File: config.mk
export PLATFORM = sky130hd
export DESIGN_NAME = mfe_top
export DESIGN_NICKNAME = d
export VERILOG_FILES = /design/src/hw/mfe_pkg.sv /design/src/hw/mfe_clk_div.sv /design/src/hw/mfe_top.sv
export SDC_FILE = /design/constraint.sdc
export NUM_CORES = 1
export LEC_CHECK = 0
export ABC_CLOCK_PERIOD_IN_PS = 5170
export BUFFER_PORTS_ARGS = -buffer_cell sky130_fd_sc_hd__buf_2
export CORE_ASPECT_RATIO = 1.5
export CORE_MARGIN = 10
export CORE_UTILIZATION = 55
export CTS_CLUSTER_SIZE = 24
export DETAILED_ROUTE_END_ITERATION = 6
export GPL_ROUTABILITY_DRIVEN = 0
export PLACE_DENSITY = 0.85
export SLEW_MARGIN = 20
export SYNTH_ARGS = -nofsm -noshare
export SYNTH_HDL_FRONTEND = slang
export SYNTH_SLANG_ARGS = --single-unit
File: constraint.sdc
create_clock -name REF_CLK_I -period 5.17 [get_ports REF_CLK_I]
set_input_delay 0.517 -clock REF_CLK_I [delete_from_list [all_inputs] [get_ports REF_CLK_I]]
set_output_delay 0.517 -clock REF_CLK_I [all_outputs]
set_load 0.01 [all_outputs]
File: src/hw/mfe_pkg.sv
// Purpose: Shared constants and types for the management frame engine
// Assumes: 32-bit classic Wishbone register bus, 125 MHz clock
// Notes: Offsets are word aligned byte addresses
package mfe_pkg;

  localparam logic [7:0] ADDR_WORD = 8'h00;
  localparam logic [7:0] ADDR_DIV = 8'h04;
  localparam logic [7:0] ADDR_STATUS = 8'h08;
  localparam logic [7:0] ADDR_IRQ_STAT = 8'h0C;
  localparam logic [7:0] ADDR_IRQ_CLR = 8'h10;
  localparam logic [7:0] ADDR_IRQ_EN = 8'h14;

  localparam int KIND_HI = 29;
  localparam int KIND_LO = 28;
  localparam int DATA_HI = 15;
  localparam int NO_PRE_BIT = 7;
  localparam int DIV_HI = 6;
  localparam int DIV_LO = 1;
  localparam int DIV_W = 6;
  localparam int PRE_LEN = 32;
  localparam int FRAME_LEN = 32;
  // Bit index (counting down from 31) at which a read releases the line
  localparam int TURN2_IDX = 16;

  localparam logic [DIV_W-1:0] DIV_OFF = 6'h00;
  localparam logic [31:0] ZERO_WORD = 32'h0000_0000;

  typedef enum logic [1:0]
  {
    MFE_IDLE,
    MFE_PRE,
    MFE_SHIFT,
    MFE_DONE
  } mfe_state_type;

  typedef struct packed
  {
    logic cyc;
    logic stb;
    logic we;
    logic [3:0] sel;
    logic [7:0] adr;
    logic [31:0] dat;
  } mfe_wb_req_type;

endpackage

File: src/hw/mfe_clk_div.sv
// Purpose: Management clock divider producing edge enables
// Assumes: Divider value zero holds the clock low
// Notes: Change of divider acts at once on the running count, so the current half period is cut or stretched
`timescale 1ns/1ps
module mfe_clk_div
#(
  parameter int DIV_W = 6
)
(
  input wire logic clk_i,
  input wire logic rst_i,
  input wire logic [DIV_W-1:0] div_i,
  output logic mdc_o,
  output logic rise_o,
  output logic fall_o
);

  logic [DIV_W-1:0] cnt;
  wire div_zero = (div_i == '0);
  wire hit = !div_zero && (cnt + 1'b1 >= div_i);

  always_ff @(posedge clk_i)
  begin
    if (rst_i || div_zero)
    begin
      cnt <= '0;
      mdc_o <= 1'b0;
      rise_o <= 1'b0;
      fall_o <= 1'b0;
    end
    else
    begin
      cnt <= hit ? '0 : cnt + 1'b1;
      if (hit)
        mdc_o <= !mdc_o;
      rise_o <= hit && !mdc_o;
      fall_o <= hit && mdc_o;
    end
  end

endmodule

File: src/hw/mfe_top.sv
// Purpose: Management frame engine with Wishbone registers
// Assumes: One clock at 125 MHz, synchronous active high reset
// Notes: Data line is three signals; output enable high while driving
//
// Function
// - Word write launches frame when idle, unless divider zero
// - Later nonzero divider launches pending word
// - Opcode high bit selects read or write
// - PHY and register addresses sent in frame
// - Data bits sent on write, captured on read
// - Preamble first, then word shifted out serially
// - Word register changes while shifting
// - Write completion interrupts, word restored
// - Read completion interrupts, data replaced
// - Word write during frame alters frame
// - No-preamble bit skips the thirty-two ones
// - Divider sets clock; zero holds it low
// - Fifty percent duty; changes act on the current half period
// - Word register has no reset value
`timescale 1ns/1ps
module mfe_top
(
  input wire logic REF_CLK_I,
  input wire logic RST_I,
  input wire logic CYC_I,
  input wire logic STB_I,
  input wire logic WE_I,
  input wire logic [3:0] SEL_I,
  input wire logic [7:0] ADR_I,
  input wire logic [31:0] DAT_I,
  output logic [31:0] DAT_O,
  output logic ACK_O,
  output logic MGMT_CLK_PIN_O,
  output logic MDIO_O,
  output logic MDIO_OE_O,
  input wire logic MDIO_I,
  output logic IRQ_O
);

  mfe_pkg::mfe_wb_req_type req;
  assign req = '{cyc: CYC_I, stb: STB_I, we: WE_I, sel: SEL_I, adr: ADR_I, dat: DAT_I};

  logic [31:0] mgmt_word_reg;
  logic [31:0] orig_word;
  logic no_preamble;
  logic [mfe_pkg::DIV_W-1:0] clk_div;
  logic pending;
  logic irq_stat;
  logic irq_en;
  logic [15:0] rd_shift;
  logic [5:0] bit_cnt;
  logic is_read;
  logic mdio_s1;
  logic mdio_s2;
  mfe_pkg::mfe_state_type state;

  wire mdc_rise;
  wire mdc_fall;
  wire mdc;

  mfe_clk_div #(.DIV_W(mfe_pkg::DIV_W)) u_div
  (
    .clk_i(REF_CLK_I),
    .rst_i(RST_I),
    .div_i(clk_div),
    .mdc_o(mdc),
    .rise_o(mdc_rise),
    .fall_o(mdc_fall)
  );

  // Bus decode
  function automatic logic hit_addr(input logic [7:0] a, input logic [7:0] off);
    hit_addr = (a == off);
  endfunction

  wire access = req.cyc && req.stb && !ACK_O;
  wire wr = access && req.we;
  wire wr_word = wr && hit_addr(req.adr, mfe_pkg::ADDR_WORD);
  wire wr_div = wr && hit_addr(req.adr, mfe_pkg::ADDR_DIV);
  wire wr_clr = wr && hit_addr(req.adr, mfe_pkg::ADDR_IRQ_CLR);
  wire wr_en = wr && hit_addr(req.adr, mfe_pkg::ADDR_IRQ_EN);
  wire busy = (state != mfe_pkg::MFE_IDLE);

  // Byte lanes merged into word and divider writes
  wire [31:0] word_wdata =
  {
    req.sel[3] ? req.dat[31:24] : mgmt_word_reg[31:24],
    req.sel[2] ? req.dat[23:16] : mgmt_word_reg[23:16],
    req.sel[1] ? req.dat[15:8] : mgmt_word_reg[15:8],
    req.sel[0] ? req.dat[7:0] : mgmt_word_reg[7:0]
  };
  wire [mfe_pkg::DIV_W-1:0] next_div =
    req.sel[0] ? req.dat[mfe_pkg::DIV_HI:mfe_pkg::DIV_LO] : clk_div;
  wire next_no_pre = req.sel[0] ? req.dat[mfe_pkg::NO_PRE_BIT] : no_preamble;

  wire div_live = (clk_div != mfe_pkg::DIV_OFF);
  wire div_new_live = (next_div != mfe_pkg::DIV_OFF);
  // Launch request: word write with live divider, or divider wakes a pending word
  wire launch_word = wr_word && div_live && !busy;
  wire launch_div = wr_div && pending && div_new_live && !busy;
  wire launch = launch_word || launch_div;

  wire frame_end = (state == mfe_pkg::MFE_SHIFT) && mdc_fall && (bit_cnt == 6'd0);
  wire done_evt = (state == mfe_pkg::MFE_DONE);

  wire [31:0] status_word = {31'h0000_0000, busy};
  wire [31:0] rdata =
    hit_addr(req.adr, mfe_pkg::ADDR_WORD) ? mgmt_word_reg :
    hit_addr(req.adr, mfe_pkg::ADDR_DIV) ?
      {24'h00_0000, no_preamble, clk_div, 1'b0} :
    hit_addr(req.adr, mfe_pkg::ADDR_STATUS) ? status_word :
    hit_addr(req.adr, mfe_pkg::ADDR_IRQ_STAT) ? {31'h0000_0000, irq_stat} :
    hit_addr(req.adr, mfe_pkg::ADDR_IRQ_EN) ? {31'h0000_0000, irq_en} :
    mfe_pkg::ZERO_WORD;

  always_ff @(posedge REF_CLK_I)
  begin
    if (RST_I)
    begin
      ACK_O <= 1'b0;
      DAT_O <= mfe_pkg::ZERO_WORD;
    end
    else
    begin
      ACK_O <= access;
      DAT_O <= (access && !req.we) ? rdata : mfe_pkg::ZERO_WORD;
    end
  end

  // Divider register and interrupt control
  always_ff @(posedge REF_CLK_I)
  begin
    if (RST_I)
    begin
      clk_div <= mfe_pkg::DIV_OFF;
      no_preamble <= 1'b0;
      irq_en <= 1'b0;
      irq_stat <= 1'b0;
      IRQ_O <= 1'b0;
    end
    else
    begin
      if (wr_div)
      begin
        clk_div <= next_div;
        no_preamble <= next_no_pre;
      end
      if (wr_en)
        irq_en <= req.dat[0];
      // Set wins over a clear in the same cycle
      irq_stat <= done_evt || (irq_stat && !(wr_clr && req.dat[0]));
      IRQ_O <= irq_stat && irq_en;
    end
  end

  // Pending word waits for a non-zero divider
  always_ff @(posedge REF_CLK_I)
  begin
    if (RST_I)
      pending <= 1'b0;
    else if (launch)
      pending <= 1'b0;
    else if (wr_word && !div_live)
      pending <= 1'b1;
  end

  // Word register is not reset; it serves as the shift register
  always_ff @(posedge REF_CLK_I)
  begin
    if (wr_word)
      mgmt_word_reg <= word_wdata;
    else if (state == mfe_pkg::MFE_SHIFT && mdc_fall)
      mgmt_word_reg <= {mgmt_word_reg[30:0], mgmt_word_reg[31]};
    else if (done_evt && is_read)
      mgmt_word_reg <= {orig_word[31:mfe_pkg::DATA_HI+1], rd_shift};
    else if (done_evt)
      mgmt_word_reg <= orig_word;
  end

  // Copy of the word as launched, so it can be restored; rotation alone
  // leaves it rotated left by one bit, and a mid-frame write alters it too
  always_ff @(posedge REF_CLK_I)
  begin
    if (launch_word)
      orig_word <= word_wdata;
    else if (launch_div || (wr_word && busy))
      orig_word <= wr_word ? word_wdata : mgmt_word_reg;
  end

  // Data line input synchroniser
  always_ff @(posedge REF_CLK_I)
  begin
    if (RST_I)
    begin
      mdio_s1 <= 1'b0;
      mdio_s2 <= 1'b0;
    end
    else
    begin
      mdio_s1 <= MDIO_I;
      mdio_s2 <= mdio_s1;
    end
  end

  // Frame sequencer: output changes on falling clock, PHY data sampled on rising
  always_ff @(posedge REF_CLK_I)
  begin
    if (RST_I)
    begin
      state <= mfe_pkg::MFE_IDLE;
      bit_cnt <= 6'd0;
      is_read <= 1'b0;
      rd_shift <= 16'h0000;
      MDIO_O <= 1'b1;
      MDIO_OE_O <= 1'b0;
    end
    else
    begin
      case (state)
        mfe_pkg::MFE_IDLE:
        begin
          MDIO_OE_O <= 1'b0;
          MDIO_O <= 1'b1;
          if (launch)
          begin
            is_read <= word_or_reg_kind(launch_word, word_wdata, mgmt_word_reg);
            if (no_preamble && !(launch_div && !next_no_pre) ||
                (launch_div && next_no_pre))
            begin
              state <= mfe_pkg::MFE_SHIFT;
              bit_cnt <= 6'(mfe_pkg::FRAME_LEN);
            end
            else
            begin
              state <= mfe_pkg::MFE_PRE;
              bit_cnt <= 6'(mfe_pkg::PRE_LEN);
            end
          end
        end
        mfe_pkg::MFE_PRE:
        begin
          if (mdc_fall)
          begin
            MDIO_OE_O <= 1'b1;
            MDIO_O <= 1'b1;
            bit_cnt <= bit_cnt - 6'd1;
            if (bit_cnt == 6'd1)
            begin
              state <= mfe_pkg::MFE_SHIFT;
              bit_cnt <= 6'(mfe_pkg::FRAME_LEN);
            end
          end
        end
        mfe_pkg::MFE_SHIFT:
        begin
          if (mdc_fall)
          begin
            bit_cnt <= bit_cnt - 6'd1;
            if (frame_end)
            begin
              state <= mfe_pkg::MFE_DONE;
              MDIO_OE_O <= 1'b0;
            end
            else
            begin
              // every field goes out MSB first
              MDIO_O <= mgmt_word_reg[31];
              MDIO_OE_O <= !(is_read && bit_cnt <= 6'(mfe_pkg::TURN2_IDX + 1));
            end
          end
          if (mdc_rise && is_read && bit_cnt < 6'(mfe_pkg::TURN2_IDX))
            rd_shift <= {rd_shift[14:0], mdio_s2};
        end
        mfe_pkg::MFE_DONE:
        begin
          state <= mfe_pkg::MFE_IDLE;
        end
        default:
        begin
          state <= mfe_pkg::MFE_IDLE;
        end
      endcase
    end
  end

  function automatic logic word_or_reg_kind(input logic from_bus, input logic [31:0] bus_word,
                                            input logic [31:0] reg_word);
    word_or_reg_kind = from_bus ? bus_word[mfe_pkg::KIND_HI] : reg_word[mfe_pkg::KIND_HI];
  endfunction

  assign MGMT_CLK_PIN_O = mdc;

endmodule

Word level (Yosys, flattened, before mapping)

Index checks and enable logic that the tools add are counted.

Register bits: 146
Latch bits: 0
Memory bits (writable): 0
ROM bits: 0
Input port bits: 50
Output and inout bits: 37
Logic and storage cells: 145
Memories kept: 0

Add/sub/neg operators: 2
Multipliers: 0
Divide/modulo/power cells: 0
$lt $le $gt $ge: 3
Equality and inequality tests: 15
Shift operators: 0
Multiplexer cells: 38
Bitwise operators: 1
Reductions and logical operators: 64

Operators by type and width:

| kind                                                                          | number |
|---|---|
| 32-bit 2-to-1 mux                                                             | 8 |
| 8-bit 2-to-1 mux                                                              | 5 |
| 1-bit logical AND                                                             | 30 |
| 6-bit 2-to-1 mux                                                              | 5 |
| 6-bit case mux with 3 select lines                                            | 1 |
| 8-bit by 4-bit == test with 1-bit output (second input constant)              | 2 |
| 8-bit by 5-bit == test with 1-bit output (second input constant)              | 2 |
| 6-bit logical NOT                                                             | 2 |
| 2-bit 2-to-1 mux                                                              | 6 |
| 6-bit nonzero test                                                            | 2 |
| 1-bit logical NOT                                                             | 10 |
| 1-bit 2-to-1 mux                                                              | 10 |
| 8-bit by 3-bit == test with 1-bit output (second input constant)              | 1 |
| 8-bit logical NOT                                                             | 1 |
| 2-bit != test (second input constant)                                         | 4 |
| 2-bit case mux with 4 select lines                                            | 1 |
| 4-bit AND reduction                                                           | 2 |
| 6-bit by 1-bit adder with 6-bit output (second input constant)                | 1 |
| 6-bit by 1-bit == test with 1-bit output (second input constant)              | 1 |
| 6-bit greater-or-equal comparator                                             | 1 |
| 6-bit by 5-bit <= comparator with 1-bit output (second input constant)        | 1 |
| 6-bit by 5-bit less-than comparator with 1-bit output (second input constant) | 1 |
| 1-bit case mux with 3 select lines                                            | 2 |
| 2-bit OR reduction                                                            | 3 |
| other kinds (13)                                                              | 21 |

Depth between registers and ports, before layout

Depth after elaboration: 14
Depth in mapped cells: 8
Gate-level depth less buffers: 8

By module

Synthesis repeated with hierarchy kept, for this count alone.

Cell total of the unflattened synthesis: 640
Area total of the unflattened synthesis: 6920.4 um^2

Modules (own cells, without submodules):

| module      | times used | cells each | area each (um^2) | sequential area each (um^2) |
|---|---|---|---|---|
| mfe_top     | 1          | 589        | 6371.1           | 3383.2 |
| mfe_clk_div | 1          | 51         | 549.3            | 180.2 |

Worst setup path before layout

No wires, ideal clock.

Kind: in2reg
Start point: input port ADR_I[1]
End point: register orig_word[0] (enable)
Setup time: 0.466 ns
Arrival: 3.679 ns
Required time: 4.704 ns
Setup slack: 1.025 ns
Stages on the path: 4
Path buffers: 0
Cell sequence: nor4b_2 -> nand2_2 -> a2111o_1 -> o21ai_0

Longest elaborated chain between the ends: 7
Elaborated cells on any way between the ends: 12
Those cells by class: 1 x eq/ne; 11 x reduce/logical

RTL lines:

| what                                     | line           | text |
|---|---|---|
| from (decl)                              | mfe_top.sv:29  | `input wire logic [7:0] ADR_I,` |
| 8-bit by 3-bit == test with 1-bit output | mfe_top.sv:73  | `hit_addr = (a == off);` |
| 1-bit logical AND                        | mfe_top.sv:79  | `wire wr_div = wr && hit_addr(req.adr, mfe_pkg::ADDR_DIV);` |
| 1-bit logical AND (3 in series)          | mfe_top.sv:100 | `wire launch_div = wr_div && pending && div_new_live && !busy;` |
| 1-bit logical OR                         | mfe_top.sv:186 | `else if (launch_div \|\| (wr_word && busy))` |
| 2-bit nonzero test (no line) (*)         | n/a            |  |
| to (signal assigned)                     | mfe_top.sv:185 | `orig_word <= word_wdata;` |
| to (signal assigned)                     | mfe_top.sv:187 | `orig_word <= wr_word ? word_wdata : mgmt_word_reg;` |
| to (decl)                                | mfe_top.sv:44  | `logic [31:0] orig_word;` |

Mark *: on every way between the ends. The rest lies on a longest branch, timed or not.
A chain may end at the register's enable or synchronous reset.

Worst setup path in the final report

Start point: register state[0]
End point: register mgmt_word_reg[0] (enable)

Longest elaborated chain between the ends: 3
Elaborated cells on any way between the ends: 5
Those cells by class: 2 x eq/ne; 3 x reduce/logical

RTL lines:

| what                                 | line                           | text |
|---|---|---|
| from (decl)                          | mfe_top.sv:55                  | `mfe_pkg::mfe_state_type state;` |
| from (signal assigned)               | mfe_top.sv:210                 | `state <= mfe_pkg::MFE_IDLE;` |
| from (signal assigned)               | mfe_top.sv:230                 | `state <= mfe_pkg::MFE_SHIFT;` |
| from (signal assigned)               | mfe_top.sv:235                 | `state <= mfe_pkg::MFE_PRE;` |
| 2-bit == test (on tied branches)     | mfe_top.sv:172, mfe_top.sv:104 |  |
| 1-bit logical AND (on tied branches) | mfe_top.sv:172, mfe_top.sv:174 |  |
| 4-bit nonzero test (no line) (*)     | n/a                            |  |
| to (signal assigned)                 | mfe_top.sv:171                 | `mgmt_word_reg <= word_wdata;` |
| to (signal assigned)                 | mfe_top.sv:173                 | `mgmt_word_reg <= {mgmt_word_reg[30:0], mgmt_word_reg[31]};` |
| to (signal assigned)                 | mfe_top.sv:175                 | `mgmt_word_reg <= {orig_word[31:mfe_pkg::DATA_HI+1], rd_shift};` |
| to (decl)                            | mfe_top.sv:43                  | `logic [31:0] mgmt_word_reg;` |

Marks and branches as above.

==> run summary <==
Async set-or-reset flop fraction in the synthesized netlist: 0%. The startpoint of the lowest-slack register-to-register path is state[0]$_SDFFE_PP0P_. The accumulated negative setup slack came out at 0 ns.

The fraction of synthesized area in multiplexers is 13.9%. Among all flip-flop cells after synthesis, the most frequent one is sky130_fd_sc_hd__dfxtp_1. The count of buffers from port buffering is 86, and the setup slack on the worst flop-to-flop path is 2.36 ns.

In this design, the largest share of critical-path delay is due to buffers and inverters. At the worst endpoint, the arrival time is 2.96 ns. The worst hold margin came out at 0.301 ns. The wire length of the first global-routing pass was 27.8 mm. The number of nets in the synthesized netlist is 693. Before CTS, the worst setup slack after placement is 2.18 ns. Before antenna repair, the detailed router went through 6 iterations. The cell area power density was 329 nW/um2; the insertion delay of the later-clocked pin in the worst-skew pair was 0.42 ns. After layout, the minimum clock period comes to 2.81 ns.

The gate count after technology mapping came out at 629. Critical path's slowest cell: sky130_fd_sc_hd__nand3b_1. Number of cells upsized or downsized after cts: 0. Of all nets on the critical path, the largest fanout is 49. The chip width is 111 um. The flow ran to the end, and the final reports show no timing, DRC or antenna violations. Summing the areas of all compound-gate instances in the mapped netlist gives 11.2% of the synthesized area. The startpoint of the worst setup timing path was state[0]$_SDFFE_PP0P_.

For this run, design rule violations remaining after detail routing come to 0. Relative to the synthesized area, the layout overhead comes to 17.2%. The number of global-route vias before repair was 5472.

In this run the critical register-to-register path is captured at mgmt_word_reg[0]$_DFFE_PP_. Net total in the final layout: 770. The wire-length estimate of the detail-placed layout is 11.1 mm.

The run gives 0 as the hold buffer count at CTS. The number of cell instances on the worst register-to-register path was 6; the largest voltage drop on the vdd net was 0.235 mV. The height of the die is 156 um. Synthesis inferred 146 register bits. The number of antenna violations at the first check in global routing is 1. Fill cell total of the finished layout: 896. Counting along the longest clock path gives a buffer depth of 2.

Of the total synthesized cell area, the portion taken by full adders, half adders and majority gates is 2.58%. The detailed router finished its first iteration with 426 violations. In this run, placement finished with an instance count of 840. Max-cap violations in this run came to 0.

Timing would allow up to 356 MHz. Setup repair after global routing left no endpoint under its margin. The kind of critical path was flop to flop. Wires add up to 16.7 mm. The die covers 17300 um2. Of the total synthesized cell area, the portion taken by AND, OR, NAND and NOR gates is 16.7%. Registers take 3560 um2. The run gives 0 as the count of yosys warnings during synthesis. The run gives 0 as the final number of hold-violating endpoints. In the post-route analysis, the smallest setup slack over all paths is 2.36 ns. Entering global routing, the biggest net connects 67 pins. The slew at the pin closest to its max-slew limit was 1.03 ns. 87 I/O pins were placed.

The part of the cycle the worst path needs works out to 54.3%. In this run switching power makes up 23.0% of total power. The parity-gate share of the synthesized area counting xor and xnor cells works out to 0.645%. The kind of end point of the critical path was a flop.

Type of the worst min-delay path: primary input to flop. The post-CTS clock slew at the launch and capture registers of the worst setup and hold paths was 0.06 ns. In this design, the stage delay of the slowest critical-path cell is 0.67 ns. The critical path ends at mgmt_word_reg[0]$_DFFE_PP_. The synthesized design contains 64 enable-type register cells. The count of distinct cell types in the synthesized netlist came out at 57. The setup-violating endpoint count in the final report is 0, and the final antenna-violating net count is 0.

In this run, the combinational gates consume 6.6% of the power. Traced cell by cell, the critical path runs through inv_1, ha_1, nand2_2, buf_4, nand3b_1, buf_4. Sequential cells were found to cover 52.5% of the synthesized design area.

The startpoint type of the worst setup path is a flop. The tree built by TritonCTS fans out to 146 sinks. In this run the core area contains 49 standard-cell rows. The average size of a mapped cell is 10.8 um2, and the number of non-filler instances in the completed layout is 873.

The count of buffering cells on the critical path with inverters included is 3, and the switching power summed over all nets is 602 uW. Measured against its own limit, the worst slew margin works out to 30.8%. Of the cells placed in the final design, the portion with a size suffix greater than 1 is 23.1%. Max-slew violation count: 0. After clock tree synthesis, the setup repair step added 0 buffers. Largest family of logic cells by synthesized area: simple AND/OR/NAND/NOR gates. The worst setup skew after layout is 0.00553 ns, and the path length in cells of the critical path is 6. The cell area that synthesis handed to floorplanning was 6790 um2.

TritonCTS built the clock tree. The per-cell via count in the routed design is 6.06. The relative contribution of the clock network to total power is 46.9%.

The critical path data required time came out at 5.32 ns. In the final layout, the multi-input gates occupy 3090 um2. The standby leakage power is 3.24 nW, and the placeable core region is 12000 um2.

In this design, the critical path's most frequently occurring cell is sky130_fd_sc_hd__buf_4. The cell internal power dissipation was 2.01 mW; the number of H-tree levels was 4. The root buffer selected by CTS was sky130_fd_sc_hd__clkbuf_16.

Across all layers, the routed design uses 5290 vias. The run gives 56.5% as the initial core utilization. In the final routed layout, each cell accounts on average for 19.1 um. The total global routing track utilization is 19.4%, and the final global-route overflow total is 0.

The run gives 17 as the total CTS buffers. In this run, flip-flops and latches consume 46.4% of the power.
## Yosys cell counts, drive strengths merged, types with 6 or more instances
cell	count	area share, %
nand3	39	2.9
a22o	7	0.90
nor4	6	0.87
a211oi	17	1.9
nand2	43	2.4
and2	24	2.2
mux2i	57	8.4
dfxtp	82	24
edfxtp	64	28
mux2	33	5.5
inv	11	0.61
nor2b	17	1.6
nor3	10	0.81
o21ai	26	1.9
o211ai	16	1.8
a21oi	31	2.3
clkbuf	24	1.3
buf	8	0.53
ha	14	2.6
nor2	47	2.6
and3	8	0.74
## worst min-delay path by stage
stage / startpoint / end / slack, ns / depth (start not counted)
after floorplan: mdio_s1$_SDFF_PP0_ / mdio_s2$_SDFF_PP0_ / 0.41 / 1
after detailed placement: mdio_s1$_SDFF_PP0_ / mdio_s2$_SDFF_PP0_ / 0.44 / 1
after CTS: MDIO_I / mdio_s1$_SDFF_PP0_ / 0.29 / 2
after global routing: MDIO_I / mdio_s1$_SDFF_PP0_ / 0.30 / 2
final: MDIO_I / mdio_s1$_SDFF_PP0_ / 0.30 / 2
after global placement: mdio_s1$_SDFF_PP0_ / mdio_s2$_SDFF_PP0_ / 0.43 / 1
## final cells by class
cell class | instances | area share (%)
antenna | 1 | 0.0315
clock buffer | 24 | 6.88
clock inverter | 8 | 0.724
inverter | 11 | 0.519
multi-input combinational | 440 | 38.8
sequential | 146 | 44.8
tap | 153 | 2.41
timing repair buffer | 90 | 5.79
## through the flow
step / instance area [um2] / util (%) / power, mW
after floorplan: 6790 / - / 1.35
after global placement: 7340 / 61.1 / 1.40
after detailed placement: 7340 / 61.1 / 1.41
after CTS: 7950 / 66.1 / 2.62
after global routing: 7950 / 66.2 / 2.69
final: 7950 / 66.2 / 2.62
## layer usage
metal / global-route usage [%] / vias to the layer above / part of all wire, %
met5: 0 / - / 0
met4: 8.71 / 0 / 2.6
met3: 4.89 / 36 / 6.3
met2: 34.0 / 232 / 52
met1: 21.6 / 2552 / 39
li1: - / 2470 / -
## cell families after synthesis
group	count (synthesis)
fa+ha+maj	14
compound gates	115
mux	90
xor+xnor	5
buf+inv	43
simple gates	216
flops	146
## cells in the final DEF (no fill, tap or decap), types with 5 or more instances in the layout
master                      count
sky130_fd_sc_hd__a211oi_1      17
sky130_fd_sc_hd__a21oi_1       31
sky130_fd_sc_hd__a22o_1         7
sky130_fd_sc_hd__and2_1        24
sky130_fd_sc_hd__and3_1         8
sky130_fd_sc_hd__buf_2         86
sky130_fd_sc_hd__clkbuf_16     21
sky130_fd_sc_hd__dfxtp_1       82
sky130_fd_sc_hd__edfxtp_1      64
sky130_fd_sc_hd__ha_1          14
sky130_fd_sc_hd__inv_1         11
sky130_fd_sc_hd__mux2_2        33
sky130_fd_sc_hd__mux2i_1       57
sky130_fd_sc_hd__nand2_1       41
sky130_fd_sc_hd__nand3_1       38
sky130_fd_sc_hd__nor2_1        46
sky130_fd_sc_hd__nor2b_1       17
sky130_fd_sc_hd__nor3_1         9
sky130_fd_sc_hd__o211ai_1      16
sky130_fd_sc_hd__o21ai_0       22
sky130_fd_sc_hd__or3_1          5
## power by group through the flow
stage | sequential, mW | clock, mW | combinational [mW]
floorplan | 1.24 | 0 | 0.111
global placement | 1.24 | 0 | 0.162
detailed placement | 1.24 | 0 | 0.167
CTS | 1.21 | 1.24 | 0.170
global route | 1.22 | 1.28 | 0.192
finish | 1.22 | 1.23 | 0.173
Note: power is estimated with default switching activity, not from simulation.
